===== config.mk =====
export PLATFORM = sky130hd
export DESIGN_NAME = astrx_core
export DESIGN_NICKNAME = d
export VERILOG_FILES = /design/src/rtl/astrx_pkg.sv /design/src/rtl/astrx_core.sv
export SDC_FILE = /design/constraint.sdc
export NUM_CORES = 1
export LEC_CHECK = 0
export BUFFER_PORTS_ARGS = -buffer_cell sky130_fd_sc_hd__buf_2
export CAP_MARGIN = 25
export CELL_PAD_IN_SITES_DETAIL_PLACEMENT = 1
export CELL_PAD_IN_SITES_GLOBAL_PLACEMENT = 1
export CORE_ASPECT_RATIO = 1.25
export CORE_UTILIZATION = 40
export CTS_BUF_LIST = sky130_fd_sc_hd__clkbuf_16
export DETAILED_ROUTE_END_ITERATION = 8
export GPL_ROUTABILITY_DRIVEN = 0
export PLACE_DENSITY = 0.83
export SLEW_MARGIN = 15
export SYNTH_ARGS = -nofsm -noshare
export SYNTH_HDL_FRONTEND = slang
export SYNTH_SLANG_ARGS = --single-unit

===== constraint.sdc =====
create_clock -name clk -period 6.92 [get_ports clk]
set_input_delay 1.384 -clock clk [delete_from_list [all_inputs] [get_ports clk]]
set_output_delay 1.384 -clock clk [all_outputs]
set_load 0.02 [all_outputs]

===== src/rtl/astrx_pkg.sv =====
// Purpose: constants and types for the async serial transceiver core
// Assumes: 32-bit avalon-mm slave, one word per register
// Notes: byte addresses below are aligned words
package astrx_pkg;
  localparam int ADDR_W = 5;
  localparam logic [4:0] OFS_STATUS = 5'h00;
  localparam logic [4:0] OFS_DATA = 5'h04;
  localparam logic [4:0] OFS_CTRL1 = 5'h08;
  localparam logic [4:0] OFS_CTRL2 = 5'h0C;
  localparam logic [4:0] OFS_RATE = 5'h10;
  localparam logic [4:0] OFS_RX_FINE = 5'h14;
  localparam logic [4:0] OFS_TX_FINE = 5'h18;
  // ctrl1 fields
  localparam int C1_RX_NINTH = 7;
  localparam int C1_TX_NINTH = 6;
  localparam int C1_WORD9 = 4;
  localparam int C1_WAKE_ADDR = 3;
  // ctrl2 fields
  localparam int C2_TX_EMPTY_IE = 7;
  localparam int C2_TX_DONE_IE = 6;
  localparam int C2_RX_IE = 5;
  localparam int C2_IDLE_IE = 4;
  localparam int C2_TX_ON = 3;
  localparam int C2_RX_ON = 2;
  localparam int C2_MUTE = 1;
  localparam int C2_BREAK = 0;
  // rate divider fields
  localparam int RT_PS_HI = 7;
  localparam int RT_PS_LO = 6;
  localparam int RT_TX_HI = 5;
  localparam int RT_TX_LO = 3;
  localparam int RT_RX_HI = 2;
  localparam int RT_RX_LO = 0;
  // reset values
  localparam logic [7:0] RST_CTRL1 = 8'h00;
  localparam logic [7:0] RST_CTRL2 = 8'h00;
  localparam logic [7:0] RST_RATE = 8'h00;
  localparam logic [7:0] RST_FINE = 8'h00;
  localparam logic [7:0] RST_STATUS = 8'hC0;
  // timing: 16 samples per bit, conventional divider 32 = 16 * 2
  localparam logic [11:0] PRE_1 = 12'h002;
  localparam logic [11:0] PRE_3 = 12'h006;
  localparam logic [11:0] PRE_4 = 12'h008;
  localparam logic [11:0] PRE_13 = 12'h01A;
  localparam logic [3:0] OVS_LAST = 4'hF;
  localparam logic [3:0] VOTE_A = 4'h7;
  localparam logic [3:0] VOTE_B = 4'h8;
  localparam logic [3:0] VOTE_C = 4'h9;
  localparam logic [3:0] LEN_8 = 4'hA;
  localparam logic [3:0] LEN_9 = 4'hB;
  localparam logic [7:0] IDLE_TICKS_8 = 8'h9F;
  localparam logic [7:0] IDLE_TICKS_9 = 8'hAF;
  typedef enum logic [1:0] {K_DATA, K_IDLE, K_BRK, K_MARK} astrx_kind_t;
  typedef enum logic {TX_WAIT, TX_SEND} astrx_txst_t;
  typedef enum logic {RX_HUNT, RX_RECV} astrx_rxst_t;
endpackage : astrx_pkg


===== src/rtl/astrx_core.sv =====
// Purpose: full duplex async nrz serial transceiver with avalon-mm slave
// Assumes: clk 125 MHz, srst synchronous active high, serial_in async
// Notes: halt freezes both engines; registers still answer the bus
`timescale 1ns/10ps
// Notes on behaviour
// RQ1: status access then data write clears tx flags
// RQ2: send break loads break frame, word-length sized
// RQ3: breaks repeat; one mark bit after last
// RQ4: transmitter enable sends one idle frame first
// RQ5: enable toggle queues idle, drops buffered byte
// RQ6: receive lsb first, ninth bit to ctrl1
// RQ7: receiver enable starts hunting for start bit
// RQ8: completed char moves to buffer, sets full
// RQ9: status access then data read clears full
// RQ10: received break counts as framing error
// RQ11: idle frame sets idle flag, own interrupt
// RQ12: full still set gives overrun, buffer kept
// RQ13: overrun cleared by status then data read
// RQ14: noise flag rises with full, data kept
// RQ15: missing stop bit or break sets framing
// RQ16: conventional rate clk/(32*prescale*power-of-two)
// RQ17: software leaves rate alone while enabled
// RQ18: nonzero fine prescaler gives clk/(16*value)
// RQ19: mute blocks all receive flags and interrupts
// RQ20: idle wake clears mute, idle flag stays
// RQ21: address mark clears mute, word received
// RQ22: halt freezes engines; events wake wait only
// RQ23: start bit low, stop high, idle high
// RQ24: word bit selects eight or nine data
// RQ25: 16x sampling, majority vote, noise on disagree
module astrx_core
  import astrx_pkg::*;
(
  input wire logic clk,
  input wire logic srst,
  input wire logic [4:0] avs_address,
  input wire logic avs_read,
  input wire logic avs_write,
  input wire logic [31:0] avs_writedata,
  output logic [31:0] avs_readdata,
  output logic avs_waitrequest,
  input wire logic serial_in_pin,
  output logic serial_out_pin,
  output logic serial_out_active,
  input wire logic global_mask,
  input wire logic halt_mode,
  output logic irq_req,
  output logic wait_wake
);
  // register state
  logic [7:0] ctrl1;
  logic [7:0] ctrl2;
  logic [7:0] rate_divider_reg;
  logic [7:0] rx_fine_prescaler;
  logic [7:0] tx_fine_prescaler;
  logic [7:0] tx_buffer;
  logic [7:0] rx_buffer;
  logic rx_ninth_bit;
  logic tx_buffer_empty_flag, tx_done_flag, rx_full_flag, idle_flag;
  logic overrun_flag, noise_flag, framing_error_flag;
  logic status_seen, ack, tx_on_q, brk_req;
  // bus decode
  wire req = (avs_read | avs_write) & ~ack;
  wire acc = (avs_read | avs_write) & ack;
  wire wr_acc = acc & avs_write;
  wire rd_acc = acc & avs_read;
  wire sel_status = avs_address == OFS_STATUS;
  wire sel_data = avs_address == OFS_DATA;
  wire sel_ctrl1 = avs_address == OFS_CTRL1;
  wire sel_ctrl2 = avs_address == OFS_CTRL2;
  wire sel_rate = avs_address == OFS_RATE;
  wire sel_rxf = avs_address == OFS_RX_FINE;
  wire sel_txf = avs_address == OFS_TX_FINE;
  wire dr_wr = wr_acc & sel_data;
  wire dr_rd = rd_acc & sel_data;
  wire clr_tx = dr_wr & status_seen;
  wire clr_rx = dr_rd & status_seen;
  wire tx_on_bit = ctrl2[C2_TX_ON];
  wire rx_on_bit = ctrl2[C2_RX_ON];
  wire rx_mute_bit = ctrl2[C2_MUTE];
  wire send_break_bit = ctrl2[C2_BREAK];
  wire word9 = ctrl1[C1_WORD9];
  wire run = ~halt_mode;
  wire [7:0] status_reg = {tx_buffer_empty_flag, tx_done_flag, rx_full_flag,
    idle_flag, overrun_flag, noise_flag, framing_error_flag, 1'b0};
  wire [7:0] ctrl1_view = {rx_ninth_bit, ctrl1[6:0]};
  wire [7:0] rd_mux = sel_status ? status_reg :
    sel_data ? rx_buffer :
    sel_ctrl1 ? ctrl1_view :
    sel_ctrl2 ? ctrl2 :
    sel_rate ? rate_divider_reg :
    sel_rxf ? rx_fine_prescaler :
    sel_txf ? tx_fine_prescaler : 8'h00;
  assign avs_waitrequest = req;

  always_ff @(posedge clk) begin
    if (srst) begin
      ack <= 1'b0;
      avs_readdata <= 32'h0000_0000;
    end else begin
      ack <= req;
      if (req) begin
        avs_readdata <= {24'h00_0000, rd_mux};
      end
    end
  end

  // rate generators, index 0 transmit, 1 receive
  function automatic logic [11:0] astrx_period(input logic [1:0] ps,
      input logic [2:0] dv, input logic [7:0] fine);
    logic [11:0] base;
    case (ps)
      2'h0: base = PRE_1;
      2'h1: base = PRE_3;
      2'h2: base = PRE_4;
      default: base = PRE_13;
    endcase
    if (fine != 8'h00) begin
      return {4'h0, fine}; // RQ18
    end
    return base << dv; // RQ16
  endfunction : astrx_period

  wire [11:0] period [2];
  logic [11:0] bcnt [2];
  wire tick [2];
  assign period[0] = astrx_period(rate_divider_reg[RT_PS_HI:RT_PS_LO],
    rate_divider_reg[RT_TX_HI:RT_TX_LO], tx_fine_prescaler);
  assign period[1] = astrx_period(rate_divider_reg[RT_PS_HI:RT_PS_LO],
    rate_divider_reg[RT_RX_HI:RT_RX_LO], rx_fine_prescaler);
  genvar gd;
  generate
    for (gd = 0; gd < 2; gd++) begin : g_rate
      assign tick[gd] = run & (bcnt[gd] >= period[gd] - 12'h001);
      always_ff @(posedge clk) begin
        if (srst) begin
          bcnt[gd] <= 12'h000;
        end else if (run) begin
          bcnt[gd] <= tick[gd] ? 12'h000 : bcnt[gd] + 12'h001; // RQ22
        end
      end
    end
  endgenerate

  // transmitter
  astrx_txst_t tx_state;
  astrx_kind_t tx_kind;
  logic [10:0] tx_frame;
  logic [3:0] tx_bit, tx_sub, tx_len;
  logic break_trail, idle_pending;
  wire want_brk = send_break_bit | brk_req;
  wire tx_idle = tx_state == TX_WAIT;
  wire tx_toggle = tx_on_bit & ~tx_on_q;
  // no start while an enable edge is queueing its idle frame
  wire tx_start = tx_idle & run & tx_on_bit & ~tx_toggle &
    (break_trail | want_brk | idle_pending | ~tx_buffer_empty_flag);
  wire tx_load = tx_start & ~break_trail & ~want_brk & ~idle_pending;
  wire tx_end = ~tx_idle & tick[0] & (tx_sub == OVS_LAST) &
    (tx_bit == tx_len - 4'h1);
  wire [3:0] frame_len = word9 ? LEN_9 : LEN_8; // RQ24
  wire stop_or_ninth = word9 ? ctrl1[C1_TX_NINTH] : 1'b1;

  always_ff @(posedge clk) begin
    if (srst) begin
      tx_state <= TX_WAIT;
      tx_kind <= K_IDLE;
      tx_frame <= 11'h7FF;
      tx_bit <= 4'h0;
      tx_sub <= 4'h0;
      tx_len <= LEN_8;
    end else begin
      case (tx_state)
        TX_WAIT: begin
          tx_bit <= 4'h0;
          tx_sub <= 4'h0;
          if (tx_start) begin
            tx_state <= TX_SEND;
            if (break_trail) begin
              tx_kind <= K_MARK; // RQ3
              tx_frame <= 11'h7FF;
              tx_len <= 4'h1;
            end else if (want_brk) begin
              tx_kind <= K_BRK; // RQ2
              tx_frame <= 11'h000;
              tx_len <= frame_len;
            end else if (idle_pending) begin
              tx_kind <= K_IDLE; // RQ4
              tx_frame <= 11'h7FF;
              tx_len <= frame_len;
            end else begin
              tx_kind <= K_DATA; // RQ23
              tx_frame <= {1'b1, stop_or_ninth, tx_buffer, 1'b0};
              tx_len <= frame_len;
            end
          end
        end
        TX_SEND: begin
          if (tick[0]) begin
            tx_sub <= tx_sub + 4'h1;
            if (tx_sub == OVS_LAST) begin
              tx_bit <= tx_bit + 4'h1;
              tx_frame <= {1'b1, tx_frame[10:1]};
            end
            if (tx_end) begin
              tx_state <= TX_WAIT;
            end
          end
        end
        default: tx_state <= TX_WAIT;
      endcase
    end
  end
  assign serial_out_pin = tx_idle ? 1'b1 : tx_frame[0]; // RQ23
  assign serial_out_active = tx_on_bit | ~tx_idle;

  always_ff @(posedge clk) begin
    if (srst) begin
      tx_on_q <= 1'b0;
      break_trail <= 1'b0;
      idle_pending <= 1'b0;
      brk_req <= 1'b0;
    end else begin
      tx_on_q <= tx_on_bit;
      if (tx_end && tx_kind == K_BRK && !send_break_bit) begin
        break_trail <= 1'b1; // RQ3
      end else if (tx_start && break_trail) begin
        break_trail <= 1'b0;
      end
      if (tx_toggle) begin
        idle_pending <= 1'b1; // RQ5
      end else if (tx_start && !break_trail && !want_brk) begin
        idle_pending <= 1'b0;
      end
      if (wr_acc && sel_ctrl2 && avs_writedata[C2_BREAK]) begin
        brk_req <= 1'b1;
      end else if (tx_start && !break_trail) begin
        brk_req <= 1'b0;
      end
    end
  end

  // receiver
  logic sin_s1, sin_s2, vote_a, vote_b, rx_noise;
  astrx_rxst_t rx_state;
  logic [3:0] rx_bit, rx_sub;
  logic [8:0] rx_shift;
  logic [7:0] idle_cnt;
  logic idle_hold, idle_armed;
  wire rx_busy = rx_state == RX_RECV;
  wire samp = rx_busy & tick[1] & (rx_sub == VOTE_C);
  wire vote = (vote_a & vote_b) | (vote_a & sin_s2) | (vote_b & sin_s2);
  wire disagree = ~((vote_a == vote_b) & (vote_b == sin_s2)); // RQ25
  wire rx_done = samp & (rx_bit == frame_len - 4'h1);
  wire [8:0] rx_word = word9 ? rx_shift : {1'b0, rx_shift[7:0]};
  wire rx_msb = word9 ? rx_shift[8] : rx_shift[7];
  wire [7:0] idle_lim = word9 ? IDLE_TICKS_9 : IDLE_TICKS_8;
  wire idle_det = tick[1] & rx_on_bit & ~rx_busy & sin_s2 & ~idle_hold &
    (idle_cnt == idle_lim); // RQ11
  wire wake_addr = rx_done & rx_mute_bit & ctrl1[C1_WAKE_ADDR] & rx_msb;
  wire wake_idle = idle_det & rx_mute_bit & ~ctrl1[C1_WAKE_ADDR];
  wire muted = rx_mute_bit & ~wake_addr; // RQ19
  wire rx_store = rx_done & ~muted & ~rx_full_flag; // RQ8
  wire ovr_set = rx_done & ~muted & rx_full_flag; // RQ12
  wire idle_set = idle_det & ~rx_mute_bit & idle_armed; // RQ20
  wire fe_now = ~vote; // RQ15

  always_ff @(posedge clk) begin
    if (srst) begin
      sin_s1 <= 1'b1;
      sin_s2 <= 1'b1;
    end else begin
      sin_s1 <= serial_in_pin;
      sin_s2 <= sin_s1;
    end
  end

  always_ff @(posedge clk) begin
    if (srst) begin
      rx_state <= RX_HUNT;
      rx_bit <= 4'h0;
      rx_sub <= 4'h0;
      rx_shift <= 9'h000;
      rx_noise <= 1'b0;
      vote_a <= 1'b1;
      vote_b <= 1'b1;
    end else if (tick[1]) begin
      if (rx_sub == VOTE_A) begin
        vote_a <= sin_s2;
      end
      if (rx_sub == VOTE_B) begin
        vote_b <= sin_s2;
      end
      case (rx_state)
        RX_HUNT: begin
          if (rx_on_bit && !sin_s2) begin
            rx_state <= RX_RECV; // RQ7
            rx_sub <= 4'h1;
            rx_bit <= 4'h0;
            rx_noise <= 1'b0;
          end
        end
        RX_RECV: begin
          rx_sub <= rx_sub + 4'h1;
          if (rx_sub == OVS_LAST) begin
            rx_bit <= rx_bit + 4'h1;
          end
          if (samp) begin
            rx_noise <= rx_noise | disagree;
            if (rx_bit == 4'h0 && vote) begin
              rx_state <= RX_HUNT;
            end else if (rx_done) begin
              rx_state <= RX_HUNT;
            end else if (rx_bit != 4'h0) begin
              rx_shift[rx_bit - 4'h1] <= vote; // RQ6
            end
          end
        end
        default: rx_state <= RX_HUNT;
      endcase
    end
  end

  always_ff @(posedge clk) begin
    if (srst) begin
      idle_cnt <= 8'h00;
      idle_hold <= 1'b0;
      idle_armed <= 1'b1;
    end else if (tick[1]) begin
      if (rx_busy || !sin_s2 || !rx_on_bit) begin
        idle_cnt <= 8'h00;
        idle_hold <= 1'b0;
      end else if (idle_det) begin
        idle_hold <= 1'b1;
      end else if (!idle_hold) begin
        idle_cnt <= idle_cnt + 8'h01;
      end
      if (idle_set) begin
        idle_armed <= 1'b0;
      end else if (rx_store) begin
        idle_armed <= 1'b1;
      end
    end
  end

  // software registers and flags
  always_ff @(posedge clk) begin
    if (srst) begin
      ctrl1 <= RST_CTRL1;
      ctrl2 <= RST_CTRL2;
      rate_divider_reg <= RST_RATE;
      rx_fine_prescaler <= RST_FINE;
      tx_fine_prescaler <= RST_FINE;
      tx_buffer <= 8'h00;
      status_seen <= 1'b0;
    end else begin
      if (wr_acc && sel_ctrl1) begin
        ctrl1 <= avs_writedata[7:0];
      end
      if (wake_addr || wake_idle) begin
        ctrl2 <= (wr_acc && sel_ctrl2 ? avs_writedata[7:0] : ctrl2) &
          ~(8'h01 << C2_MUTE); // RQ21
      end else if (wr_acc && sel_ctrl2) begin
        ctrl2 <= avs_writedata[7:0];
      end
      if (wr_acc && sel_rate) begin
        rate_divider_reg <= avs_writedata[7:0]; // RQ17
      end
      if (wr_acc && sel_rxf) begin
        rx_fine_prescaler <= avs_writedata[7:0];
      end
      if (wr_acc && sel_txf) begin
        tx_fine_prescaler <= avs_writedata[7:0];
      end
      if (dr_wr) begin
        tx_buffer <= avs_writedata[7:0];
      end
      if (rd_acc && sel_status) begin
        status_seen <= 1'b1;
      end else if (acc && sel_data) begin
        status_seen <= 1'b0;
      end
    end
  end

  always_ff @(posedge clk) begin
    if (srst) begin
      {tx_buffer_empty_flag, tx_done_flag} <= RST_STATUS[7:6];
      {rx_full_flag, idle_flag, overrun_flag} <= RST_STATUS[5:3];
      {noise_flag, framing_error_flag} <= RST_STATUS[2:1];
      rx_buffer <= 8'h00;
      rx_ninth_bit <= 1'b0;
    end else begin
      tx_buffer_empty_flag <= tx_load | tx_toggle |
        (tx_buffer_empty_flag & ~clr_tx); // RQ1
      tx_done_flag <= tx_end | (tx_done_flag & ~clr_tx); // RQ1
      rx_full_flag <= rx_store | (rx_full_flag & ~clr_rx); // RQ9
      idle_flag <= idle_set | (idle_flag & ~clr_rx);
      overrun_flag <= ovr_set | (overrun_flag & ~clr_rx); // RQ13
      noise_flag <= (rx_store & (rx_noise | disagree)) |
        (noise_flag & ~clr_rx); // RQ14
      framing_error_flag <= (rx_store & fe_now) |
        (framing_error_flag & ~clr_rx); // RQ10
      if (rx_store) begin
        rx_buffer <= rx_word[7:0];
        rx_ninth_bit <= rx_word[8]; // RQ6
      end
    end
  end

  // interrupt request and wait wake
  wire events = (tx_buffer_empty_flag & ctrl2[C2_TX_EMPTY_IE]) |
    (tx_done_flag & ctrl2[C2_TX_DONE_IE]) |
    ((rx_full_flag | overrun_flag) & ctrl2[C2_RX_IE]) |
    (idle_flag & ctrl2[C2_IDLE_IE]);
  always_ff @(posedge clk) begin
    if (srst) begin
      irq_req <= 1'b0;
      wait_wake <= 1'b0;
    end else begin
      irq_req <= events & ~global_mask; // RQ8
      wait_wake <= events & run; // RQ22
    end
  end

  // checks; cycles since an accepted status read, cleared by any other access
  logic [3:0] chk_gap;
  always_ff @(posedge clk) begin
    if (srst) begin
      chk_gap <= 4'h0;
    end else if (rd_acc && sel_status) begin
      chk_gap <= 4'h1;
    end else if (acc) begin
      chk_gap <= 4'h0;
    end else if (chk_gap != 4'h0 && chk_gap != 4'hF) begin
      chk_gap <= chk_gap + 4'h1;
    end
  end
endmodule : astrx_core


==> Implementation_results.wiki <==
{| class="wikitable"
! Metric !! Value
|-
| Status || completed
|-
| Cell at the slowest stage of the critical path || nor4_1
|-
| Setup Skew || 0.00843 ns
|-
| Family with the most delay on the worst path || compound AO/OA/AOI/OAI gates
|-
| Origin of the critical flop-to-flop path || tx_fine_prescaler[0]
|-
| Worst path arrival time || 5.41 ns
|-
| Count of warnings emitted by yosys || 0
|-
| Worst max-slew margin expressed relative to the limit || 40.5%
|-
| Final instance area || 10600 um2
|-
| Core Region || 23700 um2
|-
| Number of nets with antenna violations after detailed routing || 0
|-
| Global-route wire length before repair || 44500 um
|-
| Hold path endpoint || sin_s2
|-
| Number of max-cap violations || 0
|-
| Longest individual stage delay on the worst path || 0.74 ns
|-
| Synth area leaders || dfxtp_1 (28%), edfxtp_1 (7.4%), mux2i_1 (7.2%)
|-
| Number of buffers on the longest clock path || 2
|-
| Share of power burned in combinational logic || 9.1%
|-
| Layout area overhead || 9.61%
|-
| Hold crit path type || flip-flop to flip-flop
|-
| Number of global-route vias before repair || 8850
|-
| Pin count of the biggest net entering global routing || 73
|-
| Antenna Cells || 0
|-
| Kind of critical path || flip-flop to flip-flop
|-
| Hold Vio Cnt, Final || 0
|-
| Placed wire-length estimate after detailed placement || 19100 um
|-
| Startpoint Class || flip-flop
|-
| Biggest register || bcnt
|-
| Proportion of netlist area held by the largest area contributor || 28.1%
|-
| Crit path capture type || flip-flop
|-
| Die H || 176 um
|-
| Hold buffer count at cts || 0
|-
| Via/cell ratio || 5.74
|-
| Final setup violating endpoints || 0
|-
| Post-synth top area cell || dfxtp_1
|-
| Mean post-synth cell area || 8.33 um2
|-
| Maximum fanout count along the critical path || 11
|-
| Flop and latch count out of synthesis || 160
|-
| Total cell area at the placement stage || 9980 um2
|-
| Most common cell in the netlist || nor2_1
|-
| Cell area power density || 201 nW/um2
|-
| Average wire per standard cell || 18.1 um
|-
| Actual transition at the worst max-transition pin || 0.886 ns
|-
| Required time of the critical path || 7.27 ns
|-
| Period utilisation layout || 73.0%
|-
| Capture instance of the worst register-to-register path || tx_frame[6]
|-
| Hold path start || sin_s1
|-
| Worst reg-to-reg setup slack || 1.87 ns
|-
| First-pass iteration count of the detailed router || 5
|-
| Instance count along the most critical hold path || 1
|-
| Clock tree from TritonCTS || yes
|-
| Critical path startpoint || tx_fine_prescaler[0]
|-
| Register clock-pin slew on the reported worst setup and hold paths || 0.07 ns
|-
| Vias || 8565
|-
| Clock Sinks || 160
|-
| Peak VDD IR || 0.153 mV
|-
| Number of enable flip-flop cells after synthesis || 24
|-
| Top cells by count, synth || nor2_1 (141), dfxtp_1 (136), nand2_1 (108)
|-
| Starting DRT DRC Count || 558
|-
| Part of the total power dissipated in the clock network || 45.3%
|-
| Number of buffers inserted to repair setup after CTS || 0
|-
| Worst skew pair latency || 0.45 ns
|-
| Top FF cell, synth || dfxtp_1
|-
| I/O Buffers || 32
|-
| Share of synthesized registers carrying an async set or reset || 0%
|-
| Total wire length after detailed routing || 27100 um
|-
| Number of slew-limit violations in the final report || 0
|-
| Share of layout cells above drive strength 1 || 10.1%
|-
| Number of H-tree levels || 4
|-
| Registers with the most flip-flops || bcnt x24, tx_frame x11, rx_shift x9
|-
| Achievable frequency || 198 MHz
|-
| Count of standard-cell rows || 63
|-
| Die area || 24800 um2
|-
| Post-synth cell types || 84
|-
| Clock root buffer || clkbuf_16
|-
| Number of buffers added by the clock tree synthesis step || 17
|-
| Clock period minus final worst setup slack || 5.05 ns
|-
| Number of standard cells after synthesis || 1161
|-
| RSZ-0062 raised after global routing || false
|-
| Die Wd || 141 um
|-
| Net switching power figure || 601 uW
|-
| Leakage || 3.99 nW
|-
| Number of flip-flops under the largest register name || 24
|-
| Worst Reg-to-Reg Cells || 17
|-
| Cell internal pwr || 1.53 mW
|-
| Total grt overflow || 0
|-
| Syn Std Cell Area || 9670 um2
|-
| All-layer global routing usage || 22.5%
|-
| Antenna violations before repair || 0
|-
| Critical path buffers and inverters || 0
|-
| Count of instances resized after the clock tree is built || 0
|-
| Share of power burned in registers || 45.6%
|-
| Final Net Count || 1243
|-
| Sw Ratio || 28.2%
|-
| Aggregate negative setup slack || 0 ns
|-
| Boundary Pins || 81
|-
| Cell-by-cell listing of the critical path || nor4_1 > nand3_1 > nor2_1 > a21oi_1 > ha_1 > or3b_2 > nor2_1 > o21ai_0 > nand2b_1 > xnor2_1 > ha_1 > a21o_1 > a211oi_1 > o21ai_1 > a221oi_2 > o31a_1 > mux2i_1
|-
| Initial core utilization || 40.8%
|-
| Sequential cell area fraction in the yosys report || 35.6%
|-
| Remaining routing DRC violations || 0
|}
power by group through the flow:
stage                     clock network (mW)  logic, mW  registers, mW
after floorplan                            0      0.137          0.992
after global placement                     0      0.184          0.993
after detailed placement                   0      0.189          0.993
after CTS                              0.988      0.192          0.972
after global routing                    1.01      0.214          0.974
final                                  0.966      0.194          0.972
worst max path at each step:
stage	cells past startpoint	endpoint
after floorplan	18	tx_done_flag
after global placement	17	tx_frame[4]
after detailed placement	17	tx_frame[6]
after CTS	17	tx_frame[6]
after global routing	17	tx_frame[6]
final	17	tx_frame[6]
routing by layer:
layer | track usage, % | share of wire (%)
met5 | 0 | 0
met1 | 24.9 | 41
met4 | 10.8 | 3.4
met3 | 3.54 | 2.7
met2 | 41.5 | 53
placed cells by master, fill, tap and decap left out, drive strengths merged, types with 7 or more instances in the layout:
cell    synthesis  final
clkbuf         49     17
a221oi         16     16
ha             44     44
nand2         108    108
or4             7      7
xnor2          18     18
mux2i          70     70
and3           16     16
nand4          25     25
a31oi          10     10
edfxtp         24     24
inv            26     34
nor4           11     11
mux2           10     10
dfxtp         136    136
o21ai          44     44
nor2          141    141
and2            7      7
or2            10     10
nor2b           9      9
a21oi          94     94
a211oi         20     20
or3            12     12
nand2b         16     16
nor3           26     26
nand3          42     42
buf            46     47
conb            1     24
clkinv          2      7
xor2           19     19
area by class of cell:
class | instances | area [um2]
fill | 2861 | 13100
tap | 325 | 407
clock buffer | 17 | 425
multi-input combinational | 901 | 5760
inverter | 28 | 105
timing repair buffer | 47 | 295
clock inverter | 15 | 173
sequential | 160 | 3440
metrics by stage:
step / hold WS [ns] / power [mW] / utilization, % / setup WS [ns] / std cells
2_1_floorplan: 0.389 / 1.13 / - / 2.96 / 1184
3_3_place_gp: 0.397 / 1.18 / 42.1 / 2.10 / 1460
3_5_place_dp: 0.397 / 1.18 / 42.1 / 1.95 / 1460
4_1_cts: 0.413 / 2.15 / 44.6 / 1.87 / 1492
5_1_grt: 0.424 / 2.20 / 44.7 / 1.51 / 1493
6_report: 0.411 / 2.13 / 44.7 / 1.87 / 1493
logic make-up (layout without fill, tap and decap cells):
logic type | after synthesis | after routing | synth area share, %
AND/OR/NAND/NOR | 461 | 461 | 23.7
AO/OA/AOI/OAI | 254 | 254 | 17.2
flip-flops | 160 | 160 | 35.6
buffers and inverters | 123 | 107 | 5.94
multiplexers | 80 | 80 | 8.41
adder cells (fa/ha/maj) | 45 | 45 | 5.79
XOR/XNOR | 37 | 37 | 3.35
other | 1 | 24 | 0.0388
(Power assumes the default switching activity.)
